==> config.mk <==
export PLATFORM = sky130hd
export DESIGN_NAME = smws_sequencer
export DESIGN_NICKNAME = d
export VERILOG_FILES = /design/src/include/smws_pkg.sv /design/src/hdl/smws_sequencer.sv /design/src/hdl/smws_pin_wake.sv
export SDC_FILE = /design/constraint.sdc
export NUM_CORES = 1
export LEC_CHECK = 0
export BUFFER_PORTS_ARGS = -buffer_cell sky130_fd_sc_hd__buf_2
export CAP_MARGIN = 20
export CORE_MARGIN = 3
export CORE_UTILIZATION = 45
export CTS_BUF_LIST = sky130_fd_sc_hd__clkbuf_8
export DETAILED_ROUTE_END_ITERATION = 8
export HOLD_SLACK_MARGIN = 0.1
export PLACE_DENSITY = 0.67
export SYNTH_ARGS = -nofsm -noshare
export SYNTH_HDL_FRONTEND = slang
export SYNTH_SLANG_ARGS = --single-unit
==> constraint.sdc <==
create_clock -name mclk -period 5.82 [get_ports mclk]
set_input_delay 1.164 -clock mclk [delete_from_list [all_inputs] [get_ports mclk]]
set_output_delay 1.164 -clock mclk [all_outputs]
set_load 0.02 [all_outputs]
==> src/include/smws_pkg.sv <==
// Package with register map, field layout, reset values, states and carriers of the sequencer
package smws_pkg;

   // ***********************************************************************
   // Widths
   // ***********************************************************************
   localparam int unsigned SMWS_DATA_W = 32;
   localparam int unsigned SMWS_ADDR_W = 8;
   localparam int unsigned SMWS_NUM_PINS = 16;
   localparam int unsigned SMWS_TICK_W = 32;
   localparam int unsigned SMWS_SYNC_STAGES = 2;

   // ***********************************************************************
   // Register byte offsets
   // ***********************************************************************
   localparam logic [7:0] SMWS_OFF_CTRL = 8'h00;
   localparam logic [7:0] SMWS_OFF_WAKE_TICK = 8'h04;
   localparam logic [7:0] SMWS_OFF_PIN_EN = 8'h08;
   localparam logic [7:0] SMWS_OFF_PIN_POL = 8'h0C;
   localparam logic [7:0] SMWS_OFF_STATUS = 8'h10;
   localparam logic [7:0] SMWS_OFF_TICK = 8'h14;

   // ***********************************************************************
   // Field positions
   // ***********************************************************************
   localparam int unsigned SMWS_CTRL_MODE_LSB = 0;
   localparam int unsigned SMWS_CTRL_SRC_LSB = 8;
   localparam int unsigned SMWS_CTRL_GO_BIT = 31;
   localparam int unsigned SMWS_SRC_PAD_BIT = 0;
   localparam int unsigned SMWS_SRC_TMR_BIT = 2;
   localparam int unsigned SMWS_ST_PAD_BIT = 0;
   localparam int unsigned SMWS_ST_TMR_BIT = 2;
   localparam int unsigned SMWS_ST_REFUSE_BIT = 7;
   localparam int unsigned SMWS_ST_ORIGIN_BIT = 8;

   // ***********************************************************************
   // Sleep mode codes
   // ***********************************************************************
   localparam logic [7:0] SMWS_MODE_SUSPEND = 8'h00;
   localparam logic [7:0] SMWS_MODE_DEEP = 8'h30;
   localparam logic [7:0] SMWS_MODE_RET16 = 8'h01;
   localparam logic [7:0] SMWS_MODE_RET32 = 8'h03;

   // ***********************************************************************
   // Values after reset
   // ***********************************************************************
   localparam logic [7:0] SMWS_MODE_RST = 8'h00;
   localparam logic [2:0] SMWS_SRC_RST = 3'h0;
   localparam logic [31:0] SMWS_WAKE_TICK_RST = 32'h00000000;
   localparam logic [15:0] SMWS_PIN_EN_RST = 16'h0000;
   localparam logic [15:0] SMWS_PIN_POL_RST = 16'h0000;
   localparam logic [31:0] SMWS_TICK_RST = 32'h00000000;

   // ***********************************************************************
   // Types
   // ***********************************************************************
   typedef enum logic [5:0] {
      SMWS_ST_RUN = 6'h01,
      SMWS_ST_SUSP = 6'h02,
      SMWS_ST_DEEP = 6'h04,
      SMWS_ST_RET = 6'h08,
      SMWS_ST_HWBOOT = 6'h10,
      SMWS_ST_REL = 6'h20
   } smws_state_t;

   typedef struct packed {
      logic wr;
      logic rd;
      logic [7:0] addr;
      logic [31:0] wdata;
   } smws_bus_req_t;

   typedef struct packed {
      logic [7:0] mode;
      logic [2:0] src;
   } smws_sleep_cfg_t;

   typedef struct packed {
      logic core_on;
      logic sram_lo_on;
      logic sram_mid_on;
      logic sram_rest_on;
      logic ana_ret_on;
   } smws_pwr_t;

endpackage

==> src/hdl/smws_sequencer.sv <==
// Sleep mode and wake-up sequencer with register port and boot entry control
`timescale 1ns/1ns
// Summary of operation
// - Three sleep states: suspend, deep, retention
// - Suspend keeps all memory and registers
// - Suspend wake resumes in place, no boot
// - Suspend request stalls core until wake
// - Deep wake restarts at hardware boot copy
// - Deep sleep drops memory and register power
// - Retention keeps low 16K or 32K memory
// - Retention wake skips copy, enters software boot
// - Retention wake leaves registers at reset values
// - Origin flag: 1 after retention wake, 0 after hardware boot
// - Every pin wakes with enable and level
// - Timer wakes when tick equals wake value
// - Active pin wake refuses sleep, flags error
module smws_sequencer (
   // Clock, reset, enable
   input wire logic mclk,
   input wire logic rst_n,
   input wire logic ce,
   // Register port
   input wire smws_pkg::smws_bus_req_t bus_req,
   output logic [31:0] rd_data,
   // Wake pins
   input wire logic [smws_pkg::SMWS_NUM_PINS-1:0] wake_pins,
   // Hardware boot copy handshake
   output logic flash_copy_req,
   input wire logic flash_copy_done,
   // Core and domain control
   output logic cpu_rst_n,
   output logic cpu_stall,
   output logic boot_sel_sw,
   output logic periph_rst_n,
   output logic retained_wake_query,
   output smws_pkg::smws_pwr_t pwr
);
   import smws_pkg::*;

   // ***********************************************************************
   // Declarations
   // ***********************************************************************
   logic [1:0] rst_pipe;
   logic rst_sync_n;
   smws_state_t state;
   smws_state_t next_state;
   smws_sleep_cfg_t cfg;
   smws_sleep_cfg_t next_cfg;
   logic [31:0] wake_tick;
   logic [31:0] next_wake_tick;
   logic [15:0] pin_en;
   logic [15:0] next_pin_en;
   logic [15:0] pin_pol;
   logic [15:0] next_pin_pol;
   logic [31:0] tick;
   logic [31:0] next_tick;
   logic st_pad;
   logic next_st_pad;
   logic st_tmr;
   logic next_st_tmr;
   logic st_refuse;
   logic next_st_refuse;
   logic next_origin;
   logic next_boot_sw;
   logic next_cpu_rst_n;
   logic next_cpu_stall;
   logic next_periph_rst_n;
   logic next_flash_copy_req;
   smws_pwr_t next_pwr;
   logic [31:0] next_rd_data;
   logic pin_hit;
   logic sleep_req;
   logic pad_wake;
   logic tmr_wake;
   logic wake;
   logic [7:0] req_mode;
   logic [2:0] req_src;

   // Address match, shared by the write and read decoders
   function automatic logic reg_hit(input logic [7:0] addr, input logic [7:0] off);
      reg_hit = (addr == off);
   endfunction

   // Power of each domain per state
   function automatic smws_pwr_t pwr_of(input smws_state_t s, input logic keep32);
      smws_pwr_t p;
      p = '{core_on: 1'b1, sram_lo_on: 1'b1, sram_mid_on: 1'b1,
            sram_rest_on: 1'b1, ana_ret_on: 1'b1};
      if (s == SMWS_ST_DEEP) begin
         p.core_on = 1'b0;
         p.sram_lo_on = 1'b0;
         p.sram_mid_on = 1'b0;
         p.sram_rest_on = 1'b0;
      end else if (s == SMWS_ST_RET) begin
         p.core_on = 1'b0;
         p.sram_mid_on = keep32;
         p.sram_rest_on = 1'b0;
      end
      pwr_of = p;
   endfunction

   // ***********************************************************************
   // Reset release
   // ***********************************************************************
   // Release is stretched over two edges so all state leaves reset together
   always_ff @(posedge mclk or negedge rst_n) begin
      if (!rst_n) begin
         rst_pipe <= 2'h0;
      end else if (ce) begin
         rst_pipe <= {rst_pipe[0], 1'b1};
      end
   end
   assign rst_sync_n = rst_pipe[1];

   // ***********************************************************************
   // Wake sources
   // ***********************************************************************
   smws_pin_wake u_pin_wake (
      .mclk(mclk),
      .rst_sync_n(rst_sync_n),
      .ce(ce),
      .wake_pins(wake_pins),
      .pin_en(pin_en),
      .pin_pol(pin_pol),
      .pin_hit(pin_hit)
   );

   // Request decode and wake conditions
   assign sleep_req = bus_req.wr && reg_hit(bus_req.addr, SMWS_OFF_CTRL)
                      && bus_req.wdata[SMWS_CTRL_GO_BIT];
   assign req_mode = bus_req.wdata[SMWS_CTRL_MODE_LSB +: 8];
   assign req_src = bus_req.wdata[SMWS_CTRL_SRC_LSB +: 3];
   assign pad_wake = cfg.src[SMWS_SRC_PAD_BIT] && pin_hit;
   assign tmr_wake = cfg.src[SMWS_SRC_TMR_BIT] && (tick == wake_tick);
   assign wake = pad_wake || tmr_wake;

   // ***********************************************************************
   // Sequencer and registers
   // ***********************************************************************
   // Next values; status sets are applied after the software clear so a set wins
   always_comb begin
      next_state = state;
      next_cfg = cfg;
      next_wake_tick = wake_tick;
      next_pin_en = pin_en;
      next_pin_pol = pin_pol;
      next_tick = tick + 32'h00000001;
      next_st_pad = st_pad;
      next_st_tmr = st_tmr;
      next_st_refuse = st_refuse;
      next_origin = retained_wake_query;
      next_boot_sw = boot_sel_sw;
      if (bus_req.wr) begin
         if (reg_hit(bus_req.addr, SMWS_OFF_WAKE_TICK)) begin
            next_wake_tick = bus_req.wdata;
         end
         if (reg_hit(bus_req.addr, SMWS_OFF_PIN_EN)) begin
            next_pin_en = bus_req.wdata[15:0];
         end
         if (reg_hit(bus_req.addr, SMWS_OFF_PIN_POL)) begin
            next_pin_pol = bus_req.wdata[15:0];
         end
         if (reg_hit(bus_req.addr, SMWS_OFF_STATUS)) begin
            next_st_pad = st_pad & ~bus_req.wdata[SMWS_ST_PAD_BIT];
            next_st_tmr = st_tmr & ~bus_req.wdata[SMWS_ST_TMR_BIT];
            next_st_refuse = st_refuse & ~bus_req.wdata[SMWS_ST_REFUSE_BIT];
         end
      end
      unique case (state)
         SMWS_ST_RUN: begin
            if (sleep_req) begin
               next_cfg = '{mode: req_mode, src: req_src};
               next_st_pad = 1'b0;
               next_st_tmr = 1'b0;
               next_st_refuse = 1'b0;
               if (req_src[SMWS_SRC_PAD_BIT] && pin_hit) begin
                  next_st_refuse = 1'b1;
               end else if (req_mode == SMWS_MODE_SUSPEND) begin
                  next_state = SMWS_ST_SUSP;
               end else if (req_mode == SMWS_MODE_DEEP) begin
                  next_state = SMWS_ST_DEEP;
               end else if (req_mode == SMWS_MODE_RET16 || req_mode == SMWS_MODE_RET32) begin
                  next_state = SMWS_ST_RET;
               end
            end
         end
         SMWS_ST_SUSP: begin
            if (wake) begin
               next_st_pad = next_st_pad | pad_wake;
               next_st_tmr = next_st_tmr | tmr_wake;
               next_state = SMWS_ST_RUN;
            end
         end
         SMWS_ST_DEEP: begin
            if (wake) begin
               next_st_pad = next_st_pad | pad_wake;
               next_st_tmr = next_st_tmr | tmr_wake;
               next_state = SMWS_ST_HWBOOT;
            end
         end
         SMWS_ST_RET: begin
            if (wake) begin
               next_st_pad = next_st_pad | pad_wake;
               next_st_tmr = next_st_tmr | tmr_wake;
               next_origin = 1'b1;
               next_boot_sw = 1'b1;
               next_state = SMWS_ST_REL;
            end
         end
         SMWS_ST_HWBOOT: begin
            // Core stays in reset for the whole copy
            if (flash_copy_done) begin
               next_origin = 1'b0;
               next_boot_sw = 1'b0;
               next_state = SMWS_ST_REL;
            end
         end
         SMWS_ST_REL: begin
            next_state = SMWS_ST_RUN;
         end
         default: begin
            // A corrupt code restarts as from power-on
            next_state = SMWS_ST_HWBOOT;
         end
      endcase
      // Outputs follow the state they will stand beside
      next_cpu_rst_n = (next_state == SMWS_ST_RUN) || (next_state == SMWS_ST_SUSP);
      next_cpu_stall = (next_state == SMWS_ST_SUSP);
      next_periph_rst_n = !((next_state == SMWS_ST_DEEP) || (next_state == SMWS_ST_RET)
                            || (next_state == SMWS_ST_HWBOOT));
      next_flash_copy_req = (next_state == SMWS_ST_HWBOOT);
      next_pwr = pwr_of(next_state, next_cfg.mode == SMWS_MODE_RET32);
   end

   // Power-on is treated as a wake from deep sleep: copy first, then boot
   always_ff @(posedge mclk or negedge rst_sync_n) begin
      if (!rst_sync_n) begin
         state <= SMWS_ST_HWBOOT;
         cfg <= '{mode: SMWS_MODE_RST, src: SMWS_SRC_RST};
         wake_tick <= SMWS_WAKE_TICK_RST;
         pin_en <= SMWS_PIN_EN_RST;
         pin_pol <= SMWS_PIN_POL_RST;
         tick <= SMWS_TICK_RST;
         st_pad <= 1'b0;
         st_tmr <= 1'b0;
         st_refuse <= 1'b0;
         retained_wake_query <= 1'b0;
         boot_sel_sw <= 1'b0;
         cpu_rst_n <= 1'b0;
         cpu_stall <= 1'b0;
         periph_rst_n <= 1'b0;
         flash_copy_req <= 1'b0;
         pwr <= '{core_on: 1'b1, sram_lo_on: 1'b1, sram_mid_on: 1'b1,
                  sram_rest_on: 1'b1, ana_ret_on: 1'b1};
      end else if (ce) begin
         state <= next_state;
         cfg <= next_cfg;
         wake_tick <= next_wake_tick;
         pin_en <= next_pin_en;
         pin_pol <= next_pin_pol;
         tick <= next_tick;
         st_pad <= next_st_pad;
         st_tmr <= next_st_tmr;
         st_refuse <= next_st_refuse;
         retained_wake_query <= next_origin;
         boot_sel_sw <= next_boot_sw;
         cpu_rst_n <= next_cpu_rst_n;
         cpu_stall <= next_cpu_stall;
         periph_rst_n <= next_periph_rst_n;
         flash_copy_req <= next_flash_copy_req;
         pwr <= next_pwr;
      end
   end

   // ***********************************************************************
   // Read path
   // ***********************************************************************
   // Data stands only in the cycle after the strobe; unmapped reads give zero
   always_comb begin
      next_rd_data = 32'h00000000;
      if (bus_req.rd) begin
         if (reg_hit(bus_req.addr, SMWS_OFF_CTRL)) begin
            next_rd_data[SMWS_CTRL_MODE_LSB +: 8] = cfg.mode;
            next_rd_data[SMWS_CTRL_SRC_LSB +: 3] = cfg.src;
         end
         if (reg_hit(bus_req.addr, SMWS_OFF_WAKE_TICK)) begin
            next_rd_data = wake_tick;
         end
         if (reg_hit(bus_req.addr, SMWS_OFF_PIN_EN)) begin
            next_rd_data[15:0] = pin_en;
         end
         if (reg_hit(bus_req.addr, SMWS_OFF_PIN_POL)) begin
            next_rd_data[15:0] = pin_pol;
         end
         if (reg_hit(bus_req.addr, SMWS_OFF_STATUS)) begin
            next_rd_data[SMWS_ST_PAD_BIT] = st_pad;
            next_rd_data[SMWS_ST_TMR_BIT] = st_tmr;
            next_rd_data[SMWS_ST_REFUSE_BIT] = st_refuse;
            next_rd_data[SMWS_ST_ORIGIN_BIT] = retained_wake_query;
         end
         if (reg_hit(bus_req.addr, SMWS_OFF_TICK)) begin
            next_rd_data = tick;
         end
      end
   end

   always_ff @(posedge mclk or negedge rst_sync_n) begin
      if (!rst_sync_n) begin
         rd_data <= 32'h00000000;
      end else if (ce) begin
         rd_data <= next_rd_data;
      end
   end
endmodule // smws_sequencer

==> src/hdl/smws_pin_wake.sv <==
// Pin wake detector: synchroniser, per-pin enable and level select
`timescale 1ns/1ns
module smws_pin_wake (
   // Clock, reset, enable
   input wire logic mclk,
   input wire logic rst_sync_n,
   input wire logic ce,
   // Pins and per-pin settings
   input wire logic [smws_pkg::SMWS_NUM_PINS-1:0] wake_pins,
   input wire logic [smws_pkg::SMWS_NUM_PINS-1:0] pin_en,
   input wire logic [smws_pkg::SMWS_NUM_PINS-1:0] pin_pol,
   // Result
   output logic pin_hit
);
   import smws_pkg::*;

   logic [SMWS_NUM_PINS-1:0] sync_a;
   logic [SMWS_NUM_PINS-1:0] sync_b;
   logic [SMWS_NUM_PINS-1:0] match;
   logic next_pin_hit;

   // ***********************************************************************
   // Synchroniser and match
   // ***********************************************************************
   // Two stages; only the second stage feeds the match logic
   always_ff @(posedge mclk or negedge rst_sync_n) begin
      if (!rst_sync_n) begin
         sync_a <= '0;
         sync_b <= '0;
      end else if (ce) begin
         sync_a <= wake_pins;
         sync_b <= sync_a;
      end
   end

   // Polarity high wakes on a high level, low on a low level
   genvar g;
   generate
      for (g = 0; g < SMWS_NUM_PINS; g++) begin : g_match
         assign match[g] = pin_en[g] & ~(sync_b[g] ^ pin_pol[g]);
      end
   endgenerate

   // Registered so the sequencer sees a clean level
   always_comb begin
      next_pin_hit = |match;
   end

   always_ff @(posedge mclk or negedge rst_sync_n) begin
      if (!rst_sync_n) begin
         pin_hit <= 1'b0;
      end else if (ce) begin
         pin_hit <= next_pin_hit;
      end
   end

endmodule // smws_pin_wake

# After elaboration in Yosys (flattened, before gate mapping)
# Cells that the tools add are included.
# classes
addsub	1
mul	0
div	0
n_lt_le_gt_ge	0
eq_ne	23
shift	0
mux	44
bitwise	56
reduce_logical	21
# op_table
operator	count
32-bit 2-to-1 mux	3
6-bit 2-to-1 mux	9
6-bit one-hot mux with 6 select lines	1
11-bit 2-to-1 mux	3
32-bit by 1-bit adder with 32-bit output (second input constant)	1
32-bit == test	1
16-bit 2-to-1 mux	2
1-bit 2-to-1 mux	20
1-bit bitwise AND	19
1-bit inverter	19
8-bit by 2-bit == test with 1-bit output (second input constant)	2
8-bit by 4-bit == test with 1-bit output (second input constant)	2
8-bit by 5-bit == test with 1-bit output (second input constant)	2
8-bit logical NOT	2
16-bit OR reduction	1
1-bit bitwise XOR	16
6-bit by 1-bit == test with 1-bit output (second input constant)	2
6-bit by 2-bit == test with 1-bit output (second input constant)	2
6-bit by 3-bit == test with 1-bit output (second input constant)	2
6-bit by 4-bit == test with 1-bit output (second input constant)	2
6-bit by 5-bit == test with 1-bit output (second input constant)	2
3-bit AND reduction	4
8-bit by 1-bit == test with 1-bit output (second input constant)	1
8-bit by 3-bit == test with 1-bit output (second input constant)	1
12 further kinds	26
# word_totals
ff_bits	192
latchBits	0
mem_bits_rw	0
romBits	0
elab_cells	169
memories	0

# Longest topological paths before layout
# logic_depth
ltp_word	12
depth_mapped	9

# Modules after synthesis
# Synthesis repeated with hierarchy kept, for this count alone.
# hier_totals
cells_unflattened	740
hier_area_um2	9033.7
# by_module_without_submodules
module	instances	cells_per_inst	area_each_um2	seq_area_each_um2
smws_sequencer	1	644	7588.5	3958.8
smws_pin_wake	1	96	1445.1	825.8

# Worst setup path before layout
# Ideal clock, no wire load.
# synth_path
path_type	register -> register
startpoint	register rst_pipe[1] (netlist name)
endpoint	register rst_pipe[1]
setup_time_ns	0.096
arrival_ns	5.006
path_slack_ns	0.717
path_stages_with_launch	2
path_buffers	0
period_less_slack_ns	5.103
path_cell_list	dfrtp_1 > mux2_2
# synth_rtl
element	line_no	rtl
to (signal assigned)	smws_sequencer.sv:110	rst_pipe <= {rst_pipe[0], 1'b1};
to (decl)	smws_sequencer.sv:43	logic [1:0] rst_pipe;

# Worst setup path in the final report
# layout_path
startpoint	input port bus_req[37] (netlist bit)
endpoint	register pin_en[4]
# layout_via
elab_chain_len	2
# layout_lines
element	line_no	rtl
from (decl)	smws_sequencer.sv:23	input wire smws_pkg::smws_bus_req_t bus_req,
8-bit by 4-bit == test with 1-bit output	smws_sequencer.sv:81	reg_hit = (addr == off);
3-bit AND reduction (no source line)	n/a	
to (signal assigned)	smws_sequencer.sv:259	pin_en <= next_pin_en;
to (decl)	smws_sequencer.sv:51	logic [15:0] pin_en;
# No other way between the ends.
# A chain may end at the register's enable or synchronous reset.

==> impl_metrics.ini <==
[synthesis]
syn_inst = 758
ys.flop_type = dfrtp_1
syn_nets = 821
synth.distinct_cells = 62
ys_seq_area_share_pct = 52.8
synth-edff-count = 0
synth_top_area_share_pct = 51.6
synth.avg_cell_area_um2 = 12.0
synth.yosys.warnings = 0
ys_top_cells_by_area = dfrtp_1 (52%), mux2_2 (12%), xnor2_1 (6.6%)
syn_area_um2 = 9060
ys_seq_elements = 191
yosys.area.top_type = dfrtp_1
synthArstFlopShare_pct = 100

[detailed_routing]
drt_iter0_markers = 541
routedWlPerCell_um = 19.4
postRouteAntennaNets = 0
routed_via_density = 5.62
vias = 6271
wl_um = 21600
firstDrtPassIters = 7
drcViolationCount = 0

[power]
p_total_uw = 2680
power.density_nw_per_um2 = 265
p_clk_share_pct = 32.5
switching_power_uw = 755
peakVddDrop_uv = 151
combPwrFrac_pct = 11.0
leakagePower_uw = 0.00463
internal_power_uw = 1930
swShare_pct = 28.1
sequentialPowerShare_pct = 56.5

[global_routing]
grt-ovfl-total = 0
antenna_found_initial = 2
grt_util_all_layers_pct = 20.4
grt_pass1_vias = 6168
grt_pass1_wl_um = 34800
grt_max_degree = 190

[sta]
whs_ps = 422
setup_viol = 0
fmax_mhz = 291
slew_violations = 0
finalCritPeriodShare_pct = 59.0
hold_viol_final = 0
fin_crit_ps = 3430
fin_skew_ps = 13.6
rsz0062_at_grt = no
worstMarginPinSlew_ps = 1140
setup_tns_ps = 0
slew-limit-headroom_pct = 24.1

[layout]
fillers = 1798
drive_gt1_share_pct = 31.4
final_cell_area_um2 = 10100
antenna_cells = 0
fin_nets = 901
utilization_pct = 51.6
area_growth_pct = 12.0

[place]
place_congestion = 0.860
dpl_cell_area_um2 = 9750
hpwlAfterDp_um = 15300
port_buffers = 103

[critical_path]
crit_type = in2reg
cp_data_arrival_time_ps = 3800
slowest_delay_ps = 710
end_kind = flop
worstPathMaxFanout = 16
crit_required_ps = 6180
start_kind = input pin
path_cells = buf_2 > or4_4 > nor3_4 > nand2_1 > nor2_2 > and3_1 > mux2_2
slowest_stage = and3_1

[cts]
post_cts_resized = 0
post_cts_buffers = 0
numCtsBuffers = 17
clk_pin_slew_ps = 100
cts_tree = built
cts_hold_buf = 0
htree_levels = 4
clockBufferDepth = 2
ctsRootBufferMaster = clkbuf_8
cts.sinks = 191
insertion_delay_ps = 470

[die]
die-height_um = 148
core_um2 = 19700
placementRows = 51
die_w_um = 148
start_util_pct = 46.1
die_area_um2 = 21900
ioPinCount = 105

[hold_path]
hp-class = reg2async

[flow_run]
maxCapViolCount = 0

[run_status]
status = complete, no violations
-- worst max-delay path: cells and delay by family --
family,cells,cell delay (ps)
simple gates,5,2110
mux,1,410
buf+inv,1,100
-- cells by family after synthesis --
logic type	after synthesis	synth area share (%)
muxes	118	15.0
xor gates and xnor gates	77	7.44
other	1	0.0414
DFF	191	52.8
buffers and inverters	65	3.22
adders and majority gates	1	0.138
and+or+nand+nor	152	8.92
AOI/OAI and AO/OA	153	12.5
-- power groups by stage --
stage | combinational (µW) | sequential (µW) | clock, µW
2_1_floorplan | 216 | 1510 | 0
3_3_place_gp | 292 | 1540 | 0
3_5_place_dp | 296 | 1540 | 0
4_1_cts | 297 | 1520 | 900
5_1_grt | 326 | 1530 | 959
6_report | 295 | 1520 | 872
-- layout make-up --
type	instances	area (µm²)	area share (%)
clock buffers	18	248	2.44
clock inverters	14	145	1.43
inverters	16	60.1	0.592
multi-input cells	502	3990	39.4
flip-flops and latches	191	4790	47.2
well taps	265	332	3.27
repair buffers	110	581	5.72
-- synth_stat cells (all sizes together) (2+ instances only) --
library cell / count
or4: 2
xor2: 9
mux2: 110
o2bb2ai: 33
a22o: 14
dfrtp: 187
dfstp: 4
o221ai: 4
and2: 6
mux2i: 8
a211oi: 2
clkbuf: 28
nor3: 12
nand3: 20
nand2: 43
inv: 15
o211a: 2
and4: 2
xnor2: 68
nor2b: 4
and3: 13
nor2: 21
a21oi: 19
o21ai: 22
a22oi: 34
a221oi: 5
nor4: 6
a31oi: 7
buf: 21
nand4: 17
-- layout by cell type, fill, tap and decap left out, types with 3 or more instances in the layout --
master / count
nor2_1: 19
inv_6: 5
a221oi_1: 5
o2bb2ai_1: 33
nor4_1: 5
clkinv_4: 3
nand3_1: 19
nand2_1: 43
mux2_2: 100
and3_1: 13
o221ai_1: 4
clkbuf_8: 18
dfstp_2: 4
inv_8: 3
dfrtp_1: 186
nor2b_1: 4
xor2_1: 9
buf_4: 6
xnor2_1: 68
o21ai_0: 21
a22oi_1: 34
mux2_4: 10
mux2i_1: 8
a31oi_1: 6
nor3_1: 11
nand4_1: 17
inv_1: 16
a21oi_1: 19
buf_2: 103
a22o_1: 14
and2_1: 6
-- sequential cells by signal, indices dropped and copies added, names as in the netlist, 2 cells and up --
signal and count:
rd_data 32, wake_tick 32, cfg 11, pin_en 16, u_pin_wake.sync_b 16, state 6
pin_pol 16, u_pin_wake.sync_a 16, tick 32, pwr 3, rst_pipe 2
-- path summary, 6_finish.rpt --
path | start | end | slack [ps] | cells after the start
hold reg to reg | rst_pipe[1] | cpu_stall | 420 | 1
min in group mclk | rst_pipe[0] | rst_pipe[0] | 470 | 1
hold / removal | rst_pipe[1] | cpu_stall | 420 | 1
setup reg to reg | tick[1] | tick[30] | 3210 | 8
max in group asynchronous | rst_pipe[1] | rd_data[30] | 4460 | 1
setup / recovery | bus_req[37] | pin_en[4] | 2390 | 7
-- metal layers --
layer	global-route usage [%]	share of wire, %	up-vias
li1	-	-	2929
met1	29.8	47	3131
met2	31.1	46	184
met3	4.35	5.7	23
met4	5.27	1.2	4
met5	0	0.12	-
-- stage by stage --
step,std cells,setup slack (ps)
4_1_cts,1116,2420
2_1_floorplan,758,94.4
3_5_place_dp,1084,1900
6_report,1116,2390
5_1_grt,1116,2200
3_3_place_gp,1084,1970
No activity file was read; power rests on OpenSTA's default activity.
